**config.mk**
```make
export PLATFORM = sky130hd
export DESIGN_NAME = lane_error_counter_hold_cfg
export DESIGN_NICKNAME = d
export VERILOG_FILES = /design/src/rtl/lane_err_pkg.sv /design/src/rtl/lane_error_counter_hold_cfg.sv /design/src/rtl/err_count_cell.sv
export VERILOG_INCLUDE_DIRS = /design/src /design/src/rtl
export SDC_FILE = /design/constraint.sdc
export NUM_CORES = 1
export LEC_CHECK = 0
export ABC_AREA = 1
export BUFFER_PORTS_ARGS = -buffer_cell sky130_fd_sc_hd__buf_2
export CAP_MARGIN = 20
export CORE_AREA = 2 2 136 138
export DETAILED_ROUTE_END_ITERATION = 7
export DIE_AREA = 0 0 138 140
export SYNTH_ARGS = -nofsm -noshare
export SYNTH_HDL_FRONTEND = slang
export SYNTH_SLANG_ARGS = --single-unit
export TNS_END_PERCENT = 20
```
**constraint.sdc**
```tcl
create_clock -name clk_i -period 3.61 [get_ports clk_i]
set_input_delay 0 -clock clk_i [delete_from_list [all_inputs] [get_ports clk_i]]
set_output_delay 0 -clock clk_i [all_outputs]
set_load 0.01 [all_outputs]
```
**src/rtl/lane_err_hold_params.svh**
```systemverilog
`ifndef LANE_ERR_HOLD_PARAMS_SVH
`define LANE_ERR_HOLD_PARAMS_SVH

// ****************************************
// Lane and counter counts
// ****************************************
`define LEH_LANES 3
`define LEH_KINDS 3
`define LEH_CNTS 9

// ****************************************
// Register addresses
// ****************************************
`define LEH_ADDR_LANE3 12'h48B
`define LEH_ADDR_LANE4 12'h48C
`define LEH_ADDR_LANE5 12'h48D

// ****************************************
// Field layout and reset values
// ****************************************
`define LEH_HOLD_RESET 3'h7
`define LEH_RSVD_ZERO 5'h00
`define LEH_UNMAPPED_DATA 8'h00
`define LEH_FIELD_MSB 2
`define LEH_BIT_UCC 2
`define LEH_BIT_ICG 1
`define LEH_BIT_RD 0

// ****************************************
// Counter values
// ****************************************
`define LEH_CNT_TERMINAL 8'hFF
`define LEH_CNT_ZERO 8'h00
`define LEH_CNT_ONE 8'h01
`define LEH_CNT_STEP 8'h01

`endif

```
**src/rtl/lane_err_pkg.sv**
```systemverilog
package lane_err_pkg;
  typedef logic [11:0] addr_t;
  typedef logic [7:0] data_t;
  typedef logic [7:0] cnt_t;
  typedef logic [2:0] hold_t;
  typedef logic [2:0] lane_vec_t;
endpackage : lane_err_pkg

```
**src/rtl/lane_error_counter_hold_cfg.sv**
```systemverilog
// How it works
// - With a hold bit set, its counter stops at 0xFF and stays there until cleared.
// - With a hold bit clear, its counter rolls from its top value back to zero.
// - In each hold field bit 2 is control char, bit 1 invalid group, bit 0 disparity.
// - Each hold field resets to 0x7 and the reserved bits 7:3 read as zero.
// - Lanes 3, 4 and 5 each own one register at 0x48B, 0x48C and 0x48D.
// - A per-lane clear field with the same bit order zeroes the chosen counters, or loads 1 where an error comes in the same cycle.
// - A terminal flag goes to 1 when its counter reaches 0xFF.
`timescale 1ns/1ns
`include "lane_err_hold_params.svh"

module lane_error_counter_hold_cfg (
  input wire logic clk_i,
  input wire logic rst_n_i,
  input wire lane_err_pkg::addr_t cfg_addr_i,
  input wire logic cfg_wr_i,
  input wire lane_err_pkg::data_t cfg_wdata_i,
  input wire logic cfg_rd_i,
  output lane_err_pkg::data_t cfg_rdata_o,
  output logic cfg_rvalid_o,
  input wire logic deframer_soft_reset_i,
  input wire lane_err_pkg::lane_vec_t unexpected_control_char_error_i,
  input wire lane_err_pkg::lane_vec_t invalid_code_group_error_i,
  input wire lane_err_pkg::lane_vec_t running_disparity_error_i,
  input wire lane_err_pkg::hold_t lane3_counter_clear_i,
  input wire lane_err_pkg::hold_t lane4_counter_clear_i,
  input wire lane_err_pkg::hold_t lane5_counter_clear_i,
  output lane_err_pkg::cnt_t [`LEH_CNTS-1:0] err_count_o,
  output logic [`LEH_CNTS-1:0] terminal_reached_o
);
  import lane_err_pkg::*;

  // ****************************************
  // Address decode
  // ****************************************
  logic sel_lane3;
  logic sel_lane4;
  logic sel_lane5;
  logic sel_any;
  logic wr_lane3;
  logic wr_lane4;
  logic wr_lane5;
  hold_t wr_field;
  hold_t rd_field;
  data_t cfg_rdata_nxt;

  assign sel_lane3 = (cfg_addr_i == `LEH_ADDR_LANE3);
  assign sel_lane4 = (cfg_addr_i == `LEH_ADDR_LANE4);
  assign sel_lane5 = (cfg_addr_i == `LEH_ADDR_LANE5);
  assign sel_any = sel_lane3 | sel_lane4 | sel_lane5;
  // Writes taken at any time; software keeps them to soft reset
  assign wr_lane3 = cfg_wr_i & sel_lane3;
  assign wr_lane4 = cfg_wr_i & sel_lane4;
  assign wr_lane5 = cfg_wr_i & sel_lane5;
  assign wr_field = cfg_wdata_i[`LEH_FIELD_MSB:0];

  // ****************************************
  // Hold configuration registers
  // ****************************************
  hold_t lane3_err_cnt_saturate_cfg_r;
  hold_t lane4_err_cnt_saturate_cfg_r;
  hold_t lane5_err_cnt_saturate_cfg_r;

  always_ff @(posedge clk_i) begin
    if (!rst_n_i) begin
      lane3_err_cnt_saturate_cfg_r <= `LEH_HOLD_RESET;
      lane4_err_cnt_saturate_cfg_r <= `LEH_HOLD_RESET;
      lane5_err_cnt_saturate_cfg_r <= `LEH_HOLD_RESET;
    end else begin
      if (wr_lane3) begin
        lane3_err_cnt_saturate_cfg_r <= wr_field;
      end
      if (wr_lane4) begin
        lane4_err_cnt_saturate_cfg_r <= wr_field;
      end
      if (wr_lane5) begin
        lane5_err_cnt_saturate_cfg_r <= wr_field;
      end
    end
  end

  // ****************************************
  // Read port
  // ****************************************
  data_t cfg_rdata_r;
  logic cfg_rvalid_r;

  assign rd_field = sel_lane3 ? lane3_err_cnt_saturate_cfg_r :
                    sel_lane4 ? lane4_err_cnt_saturate_cfg_r :
                    sel_lane5 ? lane5_err_cnt_saturate_cfg_r : `LEH_HOLD_RESET;
  assign cfg_rdata_nxt = sel_any ? {`LEH_RSVD_ZERO, rd_field} : `LEH_UNMAPPED_DATA;

  always_ff @(posedge clk_i) begin
    if (!rst_n_i) begin
      cfg_rdata_r <= `LEH_UNMAPPED_DATA;
      cfg_rvalid_r <= 1'b0;
    end else begin
      cfg_rvalid_r <= cfg_rd_i;
      if (cfg_rd_i) begin
        cfg_rdata_r <= cfg_rdata_nxt;
      end
    end
  end

  assign cfg_rdata_o = cfg_rdata_r;
  assign cfg_rvalid_o = cfg_rvalid_r;

  // ****************************************
  // Per-lane grouping
  // ****************************************
  hold_t hold_q [`LEH_LANES];
  hold_t clr_q [`LEH_LANES];
  hold_t evt_q [`LEH_LANES];

  assign hold_q[0] = lane3_err_cnt_saturate_cfg_r;
  assign hold_q[1] = lane4_err_cnt_saturate_cfg_r;
  assign hold_q[2] = lane5_err_cnt_saturate_cfg_r;
  assign clr_q[0] = lane3_counter_clear_i;
  assign clr_q[1] = lane4_counter_clear_i;
  assign clr_q[2] = lane5_counter_clear_i;

  // ****************************************
  // Error counters
  // ****************************************
  for (genvar l = 0; l < `LEH_LANES; l++) begin : g_lane
    assign evt_q[l][`LEH_BIT_UCC] = unexpected_control_char_error_i[l];
    assign evt_q[l][`LEH_BIT_ICG] = invalid_code_group_error_i[l];
    assign evt_q[l][`LEH_BIT_RD] = running_disparity_error_i[l];
    for (genvar k = 0; k < `LEH_KINDS; k++) begin : g_kind
      localparam int IX = l * `LEH_KINDS + k;
      // Hold bits act live on the counters
      err_count_cell u_cell (
        .clk_i(clk_i),
        .rst_n_i(rst_n_i),
        .hold_i(hold_q[l][k]),
        .clear_i(clr_q[l][k]),
        .event_i(evt_q[l][k]),
        .count_o(err_count_o[IX]),
        .reached_o(terminal_reached_o[IX])
      );
    end
  end

  for (genvar l = 0; l < `LEH_LANES; l++) begin : g_chk_lane
    for (genvar k = 0; k < `LEH_KINDS; k++) begin : g_chk_kind
      localparam int IX = l * `LEH_KINDS + k;

    end
  end
endmodule : lane_error_counter_hold_cfg

```
**src/rtl/err_count_cell.sv**
```systemverilog
`timescale 1ns/1ns
`include "lane_err_hold_params.svh"

module err_count_cell (
  input wire logic clk_i,
  input wire logic rst_n_i,
  input wire logic hold_i,
  input wire logic clear_i,
  input wire logic event_i,
  output lane_err_pkg::cnt_t count_o,
  output logic reached_o
);
  import lane_err_pkg::*;

  // ****************************************
  // Next state
  // ****************************************
  cnt_t count_r;
  cnt_t count_nxt;
  cnt_t count_inc;
  cnt_t count_cleared;
  logic reached_r;
  logic reached_nxt;
  logic at_terminal;
  logic step;

  assign at_terminal = (count_r == `LEH_CNT_TERMINAL);
  assign step = event_i & ~(hold_i & at_terminal);
  assign count_inc = count_r + `LEH_CNT_STEP;
  assign count_cleared = event_i ? `LEH_CNT_ONE : `LEH_CNT_ZERO;
  assign count_nxt = clear_i ? count_cleared : (step ? count_inc : count_r);
  assign reached_nxt = (count_nxt == `LEH_CNT_TERMINAL) | (reached_r & ~clear_i);

  // ****************************************
  // Flops
  // ****************************************
  always_ff @(posedge clk_i) begin
    if (!rst_n_i) begin
      count_r <= `LEH_CNT_ZERO;
      reached_r <= 1'b0;
    end else begin
      count_r <= count_nxt;
      reached_r <= reached_nxt;
    end
  end

  assign count_o = count_r;
  assign reached_o = reached_r;
endmodule : err_count_cell

```
== After elaboration in Yosys (flattened, before gate mapping) ==
Cells that the tools add are included.
Operators by class
  add/subtract/negate cells: 9
  equality and inequality tests: 21
  muxes and demuxes: 31
  bitwise operators: 59
Operators with widths (count)
  equality test 8 bit (second input constant): 18
  2-to-1 mux 8 bit: 18
  adder 8 x 1 -> 8 bit (second input constant): 9
  equality test 12 x 11 -> 1 bit (second input constant): 3
  AND 1 bit: 30
  NOT 1 bit: 18
  2-to-1 mux 3 bit: 4
  bitwise OR 1 bit: 11
  2-to-1 mux 1 bit: 9
Word-level totals
  register bits: 99
  bits of input ports: 43

== Longest topological paths before layout ==
Gate-level depths: netlist (run 1).
  depth after elaboration: 8
  depth in mapped cells: 12

== Cells and area by module ==
A second synthesis (run 1) with hierarchy kept.
Unflattened totals
  cells, all modules: 1048
  area, all modules: 6567.5 µm²
By module, submodules not included
  err_count_cell: instances 9, cells each 104, area each 644.4 µm², seq. area each 180.2 µm²
  lane_error_counter_hold_cfg: instances 1, cells each 112, area each 768.2 µm², seq. area each 260.2 µm²

== Worst setup path after synthesis (run 1) ==
OpenSTA, ideal clock, no wires.
  path kind: register to register
  start: reg g_lane[1].g_kind[1].u_cell.count_r[0]
  end: reg g_lane[1].g_kind[1].u_cell.reached_r
  library setup time: 0.070 ns
  arrival time: 1.521 ns
  data required time: 3.540 ns
  path slack: 2.019 ns
  cell stages (with the launch flop): 12
  buffers on the path: 0
  cell sequence: dfxtp_1 -> ha_1 -> nand3_2 -> nor2_4 -> nand2_4 -> nand2_4 -> nand2_1 -> nand2_2 -> nand3_1 -> nor2_1 -> nand2_1 -> a21oi_2
Between the ends
  longest elaborated chain between the ends: 8
  elaborated cells between the ends (all ways): 9
  those cells by class: add/sub (1); eq/ne (2); mux (2); bitwise (4)
Ends and longest elaborated chain
  start: declaration: line err_count_cell.sv:18  | cnt_t count_r;
  start signal: assignment: line err_count_cell.sv:39  | count_r <= `LEH_CNT_ZERO;
  start signal: assignment: line err_count_cell.sv:42  | count_r <= count_nxt;
  branches (longest 4 deep; another with adder 8 x 1 -> 8 bit)
  2-to-1 mux 8 bit (*) (2 in series): line err_count_cell.sv:31  | assign count_nxt = clear_i ? count_cleared : (step ? count_inc : count_r);
  equality test 8 bit (no line) (*)
  bitwise OR 1 bit (*): line err_count_cell.sv:32  | assign reached_nxt = (count_nxt == `LEH_CNT_TERMINAL) | (reached_r & ~clear_i);
  end signal: assignment: line err_count_cell.sv:43  | reached_r <= reached_nxt;
  end: declaration: line err_count_cell.sv:22  | logic reached_r;
Every way passes the cells marked *.
A chain may end at the register's enable or synchronous reset.

== Worst setup path in the final report (run 1) ==
  start: reg g_lane[1].g_kind[2].u_cell.count_r[0]
  end: reg g_lane[1].g_kind[2].u_cell.reached_r
Between the ends
  longest elaborated chain between the ends: 8
  elaborated cells between the ends (all ways): 9
  those cells by class: add/sub (1); eq/ne (2); mux (2); bitwise (4)
Ends and longest elaborated chain (line)
  start: declaration: err_count_cell.sv:18
  start signal: assignment: err_count_cell.sv:39
  start signal: assignment: err_count_cell.sv:42
  branches (longest 4 deep; another with adder 8 x 1 -> 8 bit)
  2-to-1 mux 8 bit (*) (2 in series): err_count_cell.sv:31
  equality test 8 bit (no line) (*)
  bitwise OR 1 bit (*): err_count_cell.sv:32
  end signal: assignment: err_count_cell.sv:43
  end: declaration: err_count_cell.sv:22
Marked as above.

==> run_summary.xml, run 1 <==
<?xml version="1.0" encoding="UTF-8"?>
<metrics>
  <group name="worst_setup_path">
    <metric name="timing.critical_path.fanout_max" unit="">6</metric>
    <metric name="cp-start-kind" unit="">flip-flop</metric>
    <metric name="cp.depth" unit="">11</metric>
    <metric name="slowest_delay" unit="ns">0.43</metric>
    <metric name="cp_slowest_cell" unit="">dfxtp_1</metric>
    <metric name="endpoint_kind" unit="">flip-flop</metric>
    <metric name="critical_path_required" unit="ns">3.89</metric>
    <metric name="worst-r2r-cell-count" unit="">11</metric>
    <metric name="path_delay_family" unit="">simple AND/OR/NAND/NOR gates</metric>
    <metric name="crit_buf_inv" unit="">0</metric>
    <metric name="critical_path_cell_sequence" unit="">ha_1 -&gt; nand3_2 -&gt; nor2_4 -&gt; nand2_4 -&gt; nand2_4 -&gt; nand2_1 -&gt; nand2_2 -&gt; nand3_1 -&gt; nor2_1 -&gt; nand2_1 -&gt; a21oi_2</metric>
    <metric name="timing_worst_setup_path_type" unit="">flip-flop to flip-flop</metric>
    <metric name="crit_arrival" unit="ns">2.06</metric>
  </group>
  <group name="yosys">
    <metric name="synth_edf_count" unit="">0</metric>
    <metric name="post_syn_area" unit="um^2">6150</metric>
    <metric name="synth.avg_cell_area" unit="um^2">6.02</metric>
    <metric name="synthDistinctLibCells" unit="">30</metric>
    <metric name="number_of_instances_in_the_synthesized_netlist" unit="">1023</metric>
    <metric name="synth-async-reset-ratio" unit="">0</metric>
    <metric name="synth.area.top_cells" unit="">dfxtp_1 31%, nand2_1 24%, nand3_1 8.5%</metric>
    <metric name="ys_seq_area_frac" unit="">0.306</metric>
    <metric name="proportion_of_netlist_area_held_by_the_largest_area_contributor" unit="">0.306</metric>
    <metric name="yosysTopAreaCell" unit="">dfxtp_1</metric>
    <metric name="yosys_most_used_dff" unit="">dfxtp_1</metric>
    <metric name="synth_seq_cells" unit="">94</metric>
    <metric name="synth.yosys.warnings" unit="">0</metric>
  </group>
  <group name="timing">
    <metric name="rsz0062_at_grt" unit="">false</metric>
    <metric name="finalWorstSetupSlack" unit="ns">1.83</metric>
    <metric name="worst_pin_slew" unit="ns">0.775</metric>
    <metric name="timing.fmax" unit="MHz">561</metric>
    <metric name="final.setup_skew" unit="ns">0.0127</metric>
    <metric name="setup_total_negative_slack" unit="ns">0</metric>
    <metric name="period_needed" unit="ns">1.78</metric>
    <metric name="setup-violations-final" unit="">0</metric>
    <metric name="worst_slew_margin_rel" unit="">0.482</metric>
    <metric name="hold_violations" unit="">0</metric>
    <metric name="slew_viol_final" unit="">0</metric>
    <metric name="share_of_the_cycle_needed_by_the_critical_path_after_routing" unit="">0.494</metric>
  </group>
  <group name="power_and_ir_drop">
    <metric name="switching_power" unit="mW">0.564</metric>
    <metric name="max-vdd-ir-drop" unit="mV">0.220</metric>
    <metric name="total_leakage_power" unit="nW">3.63</metric>
    <metric name="seq_power_share" unit="">0.495</metric>
    <metric name="power-per-cell-area" unit="nW/um^2">296</metric>
    <metric name="pwr-share-comb" unit="">0.090</metric>
    <metric name="swShare" unit="">0.262</metric>
    <metric name="clockPowerShare" unit="">0.415</metric>
    <metric name="p_int" unit="mW">1.59</metric>
  </group>
  <group name="placement">
    <metric name="dp_hpwl" unit="um">11300</metric>
    <metric name="placement.setup.worst_slack" unit="ns">1.85</metric>
    <metric name="place_congestion" unit="">0.810</metric>
    <metric name="io_buffer_count" unit="">121</metric>
  </group>
  <group name="outcome">
    <metric name="run_status" unit="">finished, final reports clean</metric>
  </group>
  <group name="floorplanning">
    <metric name="pin_count" unit="">133</metric>
    <metric name="die_h" unit="um">140</metric>
    <metric name="initial_core_util" unit="">0.346</metric>
    <metric name="die_area" unit="um^2">19300</metric>
    <metric name="rows" unit="">49</metric>
    <metric name="die_w" unit="um">138</metric>
    <metric name="core-area" unit="um^2">17800</metric>
  </group>
  <group name="clock_network">
    <metric name="bufs_on_longest_clock_path" unit="">2</metric>
    <metric name="cts_tree" unit="">yes</metric>
    <metric name="cts_setup_buffers" unit="">0</metric>
    <metric name="numClockSinks" unit="">94</metric>
    <metric name="clock_latency" unit="ns">0.35</metric>
    <metric name="clk_pin_slew_worst_paths" unit="ns">0.06</metric>
    <metric name="cts-root-buf" unit="">clkbuf_16</metric>
    <metric name="post_cts_hold_buffer_count" unit="">16</metric>
    <metric name="post_cts_resize_count" unit="">0</metric>
    <metric name="cts_made_buffers" unit="">9</metric>
    <metric name="htree_num_levels" unit="">3</metric>
  </group>
  <group name="route">
    <metric name="detail_route.iter0.violations" unit="">209</metric>
    <metric name="route.final.wire_length" unit="um">15200</metric>
    <metric name="postRouteAntennaNets" unit="">0</metric>
    <metric name="routed_via_density" unit="">4.57</metric>
    <metric name="number_of_design_rule_violations_left_after_detail_routing" unit="">0</metric>
    <metric name="drt_first_pass_iters" unit="">4</metric>
    <metric name="routed_wirelength_normalized_by_instance_count" unit="um">11.1</metric>
    <metric name="vias" unit="">6276</metric>
  </group>
  <group name="layout">
    <metric name="num-nets-final" unit="">1189</metric>
    <metric name="post_route_cells_drive_above_1_share" unit="">0.160</metric>
    <metric name="flow.area_growth_from_synthesis" unit="%">18.0</metric>
  </group>
  <group name="hold_path">
    <metric name="min_path_type" unit="">primary input to flip-flop</metric>
    <metric name="holdPathStages" unit="">3</metric>
  </group>
  <group name="grt">
    <metric name="gr-usage-all-layers" unit="">0.155</metric>
    <metric name="grt_pass1_vias" unit="">5444</metric>
    <metric name="gr-total-overflow" unit="">0</metric>
    <metric name="grt_antenna_before_repair" unit="">1</metric>
    <metric name="grt_first_pass_wirelength" unit="um">25300</metric>
    <metric name="largest_net_degree_at_the_start_of_global_routing" unit="">40</metric>
  </group>
  <group name="job">
    <metric name="maxcap_violations" unit="">0</metric>
  </group>
</metrics>
==> registers in the layout (all words and copies together) (netlist names) <==
signal / flops
cfg_rvalid_o: 1
lane4_err_cnt_saturate_cfg_r: 3
lane5_err_cnt_saturate_cfg_r: 3
lane3_err_cnt_saturate_cfg_r: 3
cfg_rdata_o: 3
g_lane.g_kind.u_cell.count_o: 72
g_lane.g_kind.u_cell.reached_o: 9
==> worst register-to-register path, stage by stage (launching register included) <==
cell and delay [ns]:
dfxtp_1 0.43, ha_1 0.26, nand3_2 0.13, nor2_4 0.17, nand2_4 0.09, nand2_4 0.10
nand2_1 0.07, nand2_2 0.07, nand3_1 0.08, nor2_1 0.15, nand2_1 0.08, a21oi_2 0.11
==> synthesized netlist by cell type (9+ instances only) <==
library cell,count
nand2_2,11
buf_4,17
clkbuf_1,10
nand2_1,397
dfxtp_1,94
nand2_4,10
xor2_1,9
a21oi_1,22
nor3_1,14
o211ai_1,9
buf_2,11
nand3b_1,17
nand3_1,105
ha_1,9
o21ai_0,24
nor2_1,122
inv_1,103
==> path summary, 6_finish.rpt <==
kind / slack [ns] / to / startpoint
setup / recovery: 1.83 / g_lane[1].g_kind[2].u_cell.reached_o / g_lane[1].g_kind[2].u_cell.count_o[0]
hold / removal: 0.02 / g_lane[2].g_kind[2].u_cell.count_o[0] / unexpected_control_char_error_i[2]
setup reg to reg: 1.83 / g_lane[1].g_kind[2].u_cell.reached_o / g_lane[1].g_kind[2].u_cell.count_o[0]
hold reg to reg: 0.46 / g_lane[0].g_kind[0].u_cell.reached_o / g_lane[0].g_kind[0].u_cell.reached_o
==> stage by stage <==
stage	utilization	hold slack [ns]	total power, mW	cell area [um^2]	std cells
5_1_grt	0.408	0.0336	2.25	7260	1372
3_5_place_dp	0.384	0.204	1.27	6830	1339
6_report	0.408	0.0216	2.15	7260	1372
2_1_floorplan	-	0.0935	1.22	6170	1027
3_3_place_gp	0.384	0.196	1.27	6830	1339
4_1_cts	0.408	0.00506	2.19	7260	1371
==> power groups by stage <==
stage	sequential [mW]	combinational, mW	clock (mW)
after floorplan	1.09	0.127	0
after global placement	1.09	0.180	0
after detailed placement	1.09	0.181	0
after CTS	1.06	0.194	0.931
after global routing	1.06	0.220	0.968
final	1.06	0.193	0.893
==> final cells by class <==
cell class | count | area (um^2)
Tap cell | 229 | 287
Sequential cell | 94 | 1880
Timing Repair Buffer | 139 | 781
Multi-Input combinational cell | 788 | 3640
Clock inverter | 5 | 36.3
Antenna cell | 1 | 2.50
Inverter | 105 | 394
Clock buffer | 11 | 233
Fill cell | 1955 | 10500
==> cells by family after synthesis <==
| logic type | Yosys count | synth area share |
|---|---|---|
| other cells | 1 | 0.000609 |
| compound gates | 64 | 0.0608 |
| flops | 94 | 0.306 |
| fa+ha+maj | 9 | 0.0183 |
| buf+inv | 145 | 0.104 |
| simple gates | 700 | 0.496 |
| xor+xnor | 10 | 0.0142 |
==> routing by layer <==
| layer | up-vias | track usage | wire length, um |
|---|---|---|---|
| li1 | 3426 | - | - |
| met4 | 0 | 0.0499 | 178 |
| met2 | 100 | 0.255 | 7000 |
| met1 | 2738 | 0.204 | 7510 |
| met3 | 12 | 0.0321 | 549 |
| met5 | - | 0 | 0 |
==> layout by cell type (no fill, tap or decap), types with 10 or more instances in the layout <==
master         instances
dfxtp_1               94
inv_1                102
nand2_1              397
nand3b_1              17
nand2_2               11
a21oi_1               22
nor3_1                14
dlygate4sd3_1         16
o21ai_0               24
nand2_4               10
nand3_1              105
nor2_1               122
buf_2                121
Note: power is estimated with default switching activity, not from simulation.
==> run 2, diff against run 1 <==
==> constraint.sdc (replaced) <==
create_clock -name clk_i -period 1.6 [get_ports clk_i]
set_input_delay 0 -clock clk_i [delete_from_list [all_inputs] [get_ports clk_i]]
set_output_delay 0 -clock clk_i [all_outputs]
set_load 0.01 [all_outputs]
==> run_summary.xml, run 2 (synthesis gave the netlist of run 1 again) <==
<?xml version="1.0" encoding="UTF-8"?>
<metrics>
  <group name="layout">
    <metric name="largest_register_ffs" unit="">72</metric>
    <metric name="finish.instance_area" unit="um^2">8420</metric>
    <metric name="post_route_cells_drive_above_1_share" unit="">0.298</metric>
    <metric name="n_antenna_cell" unit="">0</metric>
    <metric name="most_common_cell_after_layout_fill_and_taps_aside" unit="">nand2_1</metric>
    <metric name="layout.cells.most_common_list" unit="">375 x nand2_1, 121 x buf_2, 110 x buf_4, 109 x nor2_1, 102 x inv_1</metric>
    <metric name="flow.area_growth_from_synthesis" unit="%">36.8</metric>
    <metric name="num-nets-final" unit="">1295</metric>
  </group>
  <group name="power_and_ir_drop">
    <metric name="switching_power" unit="mW">1.25</metric>
    <metric name="p_int" unit="mW">3.84</metric>
    <metric name="max-vdd-ir-drop" unit="mV">0.573</metric>
    <metric name="total_leakage_power" unit="nW">4.31</metric>
    <metric name="seq_power_share" unit="">0.470</metric>
    <metric name="power-per-cell-area" unit="nW/um^2">605</metric>
    <metric name="swShare" unit="">0.245</metric>
    <metric name="pwr-share-comb" unit="">0.107</metric>
    <metric name="design_power_total" unit="mW">5.09</metric>
    <metric name="clockPowerShare" unit="">0.423</metric>
  </group>
  <group name="route">
    <metric name="route.final.wire_length" unit="um">16500</metric>
    <metric name="routed_via_density" unit="">4.60</metric>
    <metric name="drt_first_pass_iters" unit="">5</metric>
    <metric name="routed_wirelength_normalized_by_instance_count" unit="um">11.2</metric>
    <metric name="postRouteAntennaNets" unit="">0</metric>
    <metric name="vias" unit="">6786</metric>
    <metric name="number_of_design_rule_violations_left_after_detail_routing" unit="">0</metric>
    <metric name="detail_route.iter0.violations" unit="">254</metric>
  </group>
  <group name="worst_setup_path">
    <metric name="worst_r2r_startpoint" unit="">g_lane[1].g_kind[2].u_cell.count_o[1]</metric>
    <metric name="timing.critical_path.fanout_max" unit="">4</metric>
    <metric name="cp-start-kind" unit="">flip-flop</metric>
    <metric name="critical_path_required" unit="ns">1.81</metric>
    <metric name="crit_arrival" unit="ns">1.77</metric>
    <metric name="worst-r2r-cell-count" unit="">11</metric>
    <metric name="setup.reg_to_reg.worst_slack" unit="ns">0.04</metric>
    <metric name="cp-startpoint" unit="">g_lane[1].g_kind[2].u_cell.count_o[1]</metric>
    <metric name="critical_path.reg2reg.endpoint" unit="">g_lane[1].g_kind[2].u_cell.reached_o</metric>
    <metric name="timing_worst_setup_path_type" unit="">flip-flop to flip-flop</metric>
    <metric name="endpoint_kind" unit="">flip-flop</metric>
    <metric name="worst_setup_path_endpoint" unit="">g_lane[1].g_kind[2].u_cell.reached_o</metric>
  </group>
  <group name="clock_network">
    <metric name="cts_tree" unit="">yes</metric>
    <metric name="clock_latency" unit="ns">0.34</metric>
    <metric name="bufs_on_longest_clock_path" unit="">2</metric>
    <metric name="cts-root-buf" unit="">clkbuf_16</metric>
    <metric name="cts_made_buffers" unit="">9</metric>
    <metric name="numClockSinks" unit="">94</metric>
    <metric name="htree_num_levels" unit="">3</metric>
    <metric name="clk_pin_slew_worst_paths" unit="ns">0.07</metric>
  </group>
  <group name="grt">
    <metric name="grt_util_met1" unit="">0.202</metric>
    <metric name="grt_most_used_layer" unit="">met2</metric>
    <metric name="gr-total-overflow" unit="">0</metric>
    <metric name="globalRouteMet2Util" unit="">0.288</metric>
    <metric name="global_route.usage.met3" unit="">0.0267</metric>
    <metric name="largest_net_degree_at_the_start_of_global_routing" unit="">84</metric>
    <metric name="gr-usage-all-layers" unit="">0.162</metric>
    <metric name="grt_pass1_vias" unit="">6092</metric>
    <metric name="grt_first_pass_wirelength" unit="um">26800</metric>
    <metric name="grt_antenna_before_repair" unit="">0</metric>
  </group>
  <group name="placement">
    <metric name="dp_hpwl" unit="um">12400</metric>
    <metric name="io_buffer_count" unit="">121</metric>
    <metric name="place_congestion" unit="">0.814</metric>
    <metric name="placed_area" unit="um^2">7560</metric>
  </group>
  <group name="job">
    <metric name="maxcap_violations" unit="">0</metric>
  </group>
  <group name="timing">
    <metric name="hold_violations" unit="">0</metric>
    <metric name="setup-violations-final" unit="">0</metric>
    <metric name="final.setup_skew" unit="ns">0.0123</metric>
    <metric name="timing.fmax" unit="MHz">643</metric>
    <metric name="share_of_the_cycle_needed_by_the_critical_path_after_routing" unit="">0.972</metric>
    <metric name="slew_viol_final" unit="">0</metric>
    <metric name="rsz0062_at_grt" unit="">true</metric>
    <metric name="period_needed" unit="ns">1.56</metric>
  </group>
  <group name="floorplanning">
    <metric name="die_h" unit="um">140</metric>
    <metric name="die_w" unit="um">138</metric>
    <metric name="rows" unit="">49</metric>
    <metric name="initial_core_util" unit="">0.346</metric>
    <metric name="core-area" unit="um^2">17800</metric>
    <metric name="die_area" unit="um^2">19300</metric>
    <metric name="pin_count" unit="">133</metric>
  </group>
  <group name="outcome">
    <metric name="run_status" unit="">finished, final reports clean</metric>
  </group>
  <group name="hold_path">
    <metric name="min_path_type" unit="">primary input to flip-flop</metric>
  </group>
</metrics>
[run 2: changes by cell type in the layout (fill, tap and decap cells not counted), moves of 7 or more]
| cell | change |
|---|---|
| a21oi_1 | -7 |
| buf_4 | +108 |
| dfxtp_1 | -20 |
| dfxtp_2 | +20 |
| ha_1 | -8 |
| nand2_1 | -22 |
| nand2_2 | +15 |
| nand3_1 | -10 |
| nand3_2 | +8 |
| nor2_1 | -13 |
| nor2_2 | +11 |
[run 2: worst min path at each step]
stage                        start                               to  slack (ns)  depth (start not counted)
final                      rst_n_i  lane4_err_cnt_saturate_cfg_r[2]        0.02                          2
after global routing       rst_n_i  lane4_err_cnt_saturate_cfg_r[2]        0.02                          2
after CTS                  rst_n_i  lane4_err_cnt_saturate_cfg_r[2]        0.01                          2
after detailed placement  cfg_rd_i                     cfg_rvalid_o        0.21                          3
after global placement    cfg_rd_i                     cfg_rvalid_o        0.19                          3
after floorplan           cfg_rd_i                     cfg_rvalid_o        0.09                          2
[run 2: layout make-up]
| type | instances | area, um^2 |
|---|---|---|
| Timing Repair Buffer | 245 | 1580 |
| Tap cell | 229 | 287 |
| Clock buffer | 12 | 246 |
| Sequential cell | 94 | 1910 |
| Inverter | 105 | 394 |
| Clock inverter | 3 | 45.0 |
| Multi-Input combinational cell | 788 | 3960 |
| Fill cell | 1892 | 9360 |
[run 2: per-stage QoR]
stage	hold WS (ns)	setup slack, ns	TNS [ns]	instances	utilization
2_1_floorplan	0.0935	0.00871	0	1027	-
3_3_place_gp	0.195	-0.0676	-0.0727	1435	0.425
3_5_place_dp	0.209	-0.0685	-0.121	1435	0.425
4_1_cts	0.0110	-0.00212	-0.00212	1463	0.450
5_1_grt	0.0210	-0.0930	-0.526	1476	0.473
6_report	0.0242	0.0448	0	1476	0.473
[run 2: power by group through the flow]
stage	registers [mW]	logic (mW)	clock network, mW
global route	2.39	0.614	2.33
global placement	2.43	0.494	0
detailed placement	2.43	0.498	0
floorplan	2.46	0.287	0
CTS	2.38	0.527	2.24
finish	2.39	0.545	2.15
[run 2: worst max-delay path, stage by stage (launching register included)]
cell and delay (ns):
dfxtp_2 0.35, ha_4 0.16, nand3_4 0.08, nor2_4 0.19, buf_4 0.16, a21oi_4 0.06, nor2_1 0.15, nor2_1 0.06
nand2_1 0.06, nor2_1 0.04, nand2_1 0.07, a21oi_2 0.05
[run 2: per-layer routing]
metal | part of all wire | vias up
met5 | 0 | -
li1 | - | 3639
met4 | 0.014 | 0
met1 | 0.47 | 3033
met2 | 0.48 | 97
met3 | 0.033 | 17
[run 2: timing repair]
| action | in CTS | in global routing |
|---|---|---|
| endpoints found under the setup margin | 4 | 17 |
| pin swaps | 2 | 38 |
| hold endpoints to repair | 25 | 0 |
| buffers inserted | 0 | 13 |
| gates resized for setup | 4 | 95 |
| hold buffers | 13 | 0 |
==> run 3, diff against run 2 <==
--- a/config.mk
+++ b/config.mk
@@ -10,8 +10,10 @@
 export BUFFER_PORTS_ARGS = -buffer_cell sky130_fd_sc_hd__buf_2
 export CAP_MARGIN = 20
 export CORE_AREA = 2 2 136 138
+export CTS_BUF_LIST = sky130_fd_sc_hd__clkbuf_4 sky130_fd_sc_hd__clkbuf_8 sky130_fd_sc_hd__clkbuf_16
 export DETAILED_ROUTE_END_ITERATION = 7
 export DIE_AREA = 0 0 138 140
+export SETUP_SLACK_MARGIN = 0.5
 export SYNTH_ARGS = -nofsm -noshare
 export SYNTH_HDL_FRONTEND = slang
 export SYNTH_SLANG_ARGS = --single-unit
==> run_summary.xml, run 3 (synthesis gave the netlist of run 1 again) <==
<?xml version="1.0" encoding="UTF-8"?>
<metrics>
  <group name="clock_network">
    <metric name="bufs_on_longest_clock_path" unit="">2</metric>
    <metric name="cts-root-buf" unit="">clkbuf_16</metric>
    <metric name="htree_num_levels" unit="">3</metric>
    <metric name="numClockSinks" unit="">94</metric>
    <metric name="clock_latency" unit="ns">0.34</metric>
    <metric name="cts_tree" unit="">yes</metric>
    <metric name="cts_made_buffers" unit="">9</metric>
    <metric name="clk_pin_slew_worst_paths" unit="ns">0.07</metric>
  </group>
  <group name="worst_setup_path">
    <metric name="endpoint_kind" unit="">flip-flop</metric>
    <metric name="cp-start-kind" unit="">flip-flop</metric>
    <metric name="crit_arrival" unit="ns">1.83</metric>
    <metric name="critical_path_required" unit="ns">1.88</metric>
    <metric name="setup.reg_to_reg.worst_slack" unit="ns">0.05</metric>
    <metric name="timing_worst_setup_path_type" unit="">flip-flop to flip-flop</metric>
    <metric name="timing.critical_path.fanout_max" unit="">6</metric>
  </group>
  <group name="timing">
    <metric name="share_of_the_cycle_needed_by_the_critical_path_after_routing" unit="">0.970</metric>
    <metric name="hold_violations" unit="">0</metric>
    <metric name="period_needed" unit="ns">1.55</metric>
    <metric name="timing.fmax" unit="MHz">644</metric>
    <metric name="setup-violations-final" unit="">0</metric>
    <metric name="setup_total_negative_slack" unit="ns">0</metric>
    <metric name="rsz0062_at_grt" unit="">true</metric>
    <metric name="slew_viol_final" unit="">0</metric>
    <metric name="whs" unit="ns">0.0361</metric>
    <metric name="finalWorstSetupSlack" unit="ns">0.0482</metric>
    <metric name="final.setup_skew" unit="ns">0.00796</metric>
  </group>
  <group name="floorplanning">
    <metric name="pin_count" unit="">133</metric>
    <metric name="die_area" unit="um^2">19300</metric>
    <metric name="die_h" unit="um">140</metric>
    <metric name="die_w" unit="um">138</metric>
    <metric name="rows" unit="">49</metric>
    <metric name="initial_core_util" unit="">0.346</metric>
    <metric name="core-area" unit="um^2">17800</metric>
  </group>
  <group name="grt">
    <metric name="largest_net_degree_at_the_start_of_global_routing" unit="">54</metric>
    <metric name="grt_pass1_vias" unit="">6160</metric>
    <metric name="gr-usage-all-layers" unit="">0.176</metric>
    <metric name="grt_antenna_before_repair" unit="">1</metric>
    <metric name="gr-total-overflow" unit="">0</metric>
    <metric name="grt_first_pass_wirelength" unit="um">28600</metric>
  </group>
  <group name="route">
    <metric name="route.final.wire_length" unit="um">16900</metric>
    <metric name="vias" unit="">6739</metric>
    <metric name="number_of_design_rule_violations_left_after_detail_routing" unit="">0</metric>
    <metric name="postRouteAntennaNets" unit="">0</metric>
    <metric name="drt_first_pass_iters" unit="">5</metric>
    <metric name="routed_wirelength_normalized_by_instance_count" unit="um">11.6</metric>
    <metric name="detail_route.iter0.violations" unit="">207</metric>
    <metric name="routed_via_density" unit="">4.61</metric>
  </group>
  <group name="power_and_ir_drop">
    <metric name="clockPowerShare" unit="">0.425</metric>
    <metric name="power-per-cell-area" unit="nW/um^2">589</metric>
    <metric name="max-vdd-ir-drop" unit="mV">0.590</metric>
    <metric name="pwr-share-comb" unit="">0.108</metric>
    <metric name="p_int" unit="mW">3.82</metric>
    <metric name="swShare" unit="">0.251</metric>
    <metric name="switching_power" unit="mW">1.28</metric>
    <metric name="total_leakage_power" unit="nW">4.36</metric>
    <metric name="seq_power_share" unit="">0.467</metric>
  </group>
  <group name="placement">
    <metric name="placed_area" unit="um^2">7610</metric>
    <metric name="place_congestion" unit="">0.845</metric>
    <metric name="io_buffer_count" unit="">121</metric>
    <metric name="placement.setup.worst_slack" unit="ns">0.0525</metric>
    <metric name="dp_hpwl" unit="um">12400</metric>
  </group>
  <group name="layout">
    <metric name="multiInputGateArea" unit="um^2">4180</metric>
    <metric name="layout.cells.most_common_list" unit="">354 x nand2_1, 121 x buf_2, 109 x nor2_1, 99 x inv_1, 86 x buf_4</metric>
    <metric name="largest_register_ffs" unit="">72</metric>
    <metric name="most_common_cell_after_layout_fill_and_taps_aside" unit="">nand2_1</metric>
    <metric name="register_area" unit="um^2">1990</metric>
    <metric name="fill_cells" unit="">1851</metric>
    <metric name="num-nets-final" unit="">1280</metric>
    <metric name="flow.area_growth_from_synthesis" unit="%">40.7</metric>
    <metric name="finish.instance_area" unit="um^2">8660</metric>
    <metric name="post_route_cells_drive_above_1_share" unit="">0.344</metric>
  </group>
  <group name="job">
    <metric name="maxcap_violations" unit="">0</metric>
  </group>
  <group name="hold_path">
    <metric name="min_path_type" unit="">primary input to flip-flop</metric>
  </group>
  <group name="outcome">
    <metric name="run_status" unit="">finished, final reports clean</metric>
  </group>
</metrics>
## run 3: critical path: stages (launching register included)
cell and delay (ns):
dfxtp_4 0.36, ha_4 0.15, nand3_4 0.09, nor2_4 0.20, nand2_4 0.09, nand2_4 0.10
nand2_1 0.06, nand2_1 0.07, nand3_1 0.08, nor2_1 0.10, nand2_1 0.07, a21oi_2 0.12
## run 3: cell type report
class                      instances  area share
tap                              229      0.0331
multi-input combinational        788       0.483
timing repair buffer             230       0.174
clock buffer                      13      0.0329
inverter                         105      0.0458
sequential                        94       0.230
clock inverter                     2     0.00159
antenna                            1    0.000289
## run 3: timing repair
action,CTS,global route
hold buffers,13,0
gates resized for setup,24,80
hold endpoints to repair,29,0
endpoints found under the setup margin,81,86
buffers inserted,34,3
pin swaps,54,51
## run 3: layer usage
layer	track usage	wire [um]	vias up
li1	-	-	3615
met1	0.230	8140	2991
met2	0.292	7860	117
met3	0.0386	678	16
met4	0.0489	240	0
met5	0	0	-
## run 3: final timing paths
path,start,end,cells after the start
min reg2reg,g_lane[1].g_kind[2].u_cell.reached_o,g_lane[1].g_kind[2].u_cell.reached_o,2
max reg2reg,g_lane[1].g_kind[2].u_cell.count_o[1],g_lane[1].g_kind[2].u_cell.reached_o,11
max,g_lane[1].g_kind[2].u_cell.count_o[1],g_lane[1].g_kind[2].u_cell.reached_o,11
min,cfg_wdata_i[0],lane3_err_cnt_saturate_cfg_r[0],3
## run 3: through the flow
step,total power [mW],util,cells
after global placement,2.90,0.428,1396
after global routing,5.37,0.487,1462
after detailed placement,2.90,0.428,1396
final,5.10,0.487,1462
after CTS,5.19,0.471,1458
after floorplan,2.75,-,1027
## run 3: power groups by stage
| stage | registers [mW] | clock network (mW) | logic [mW] |
|---|---|---|---|
| final | 2.38 | 2.17 | 0.549 |
| after global routing | 2.38 | 2.36 | 0.621 |
| after detailed placement | 2.45 | 0 | 0.457 |
| after floorplan | 2.46 | 0 | 0.297 |
| after global placement | 2.45 | 0 | 0.454 |
| after CTS | 2.38 | 2.27 | 0.537 |
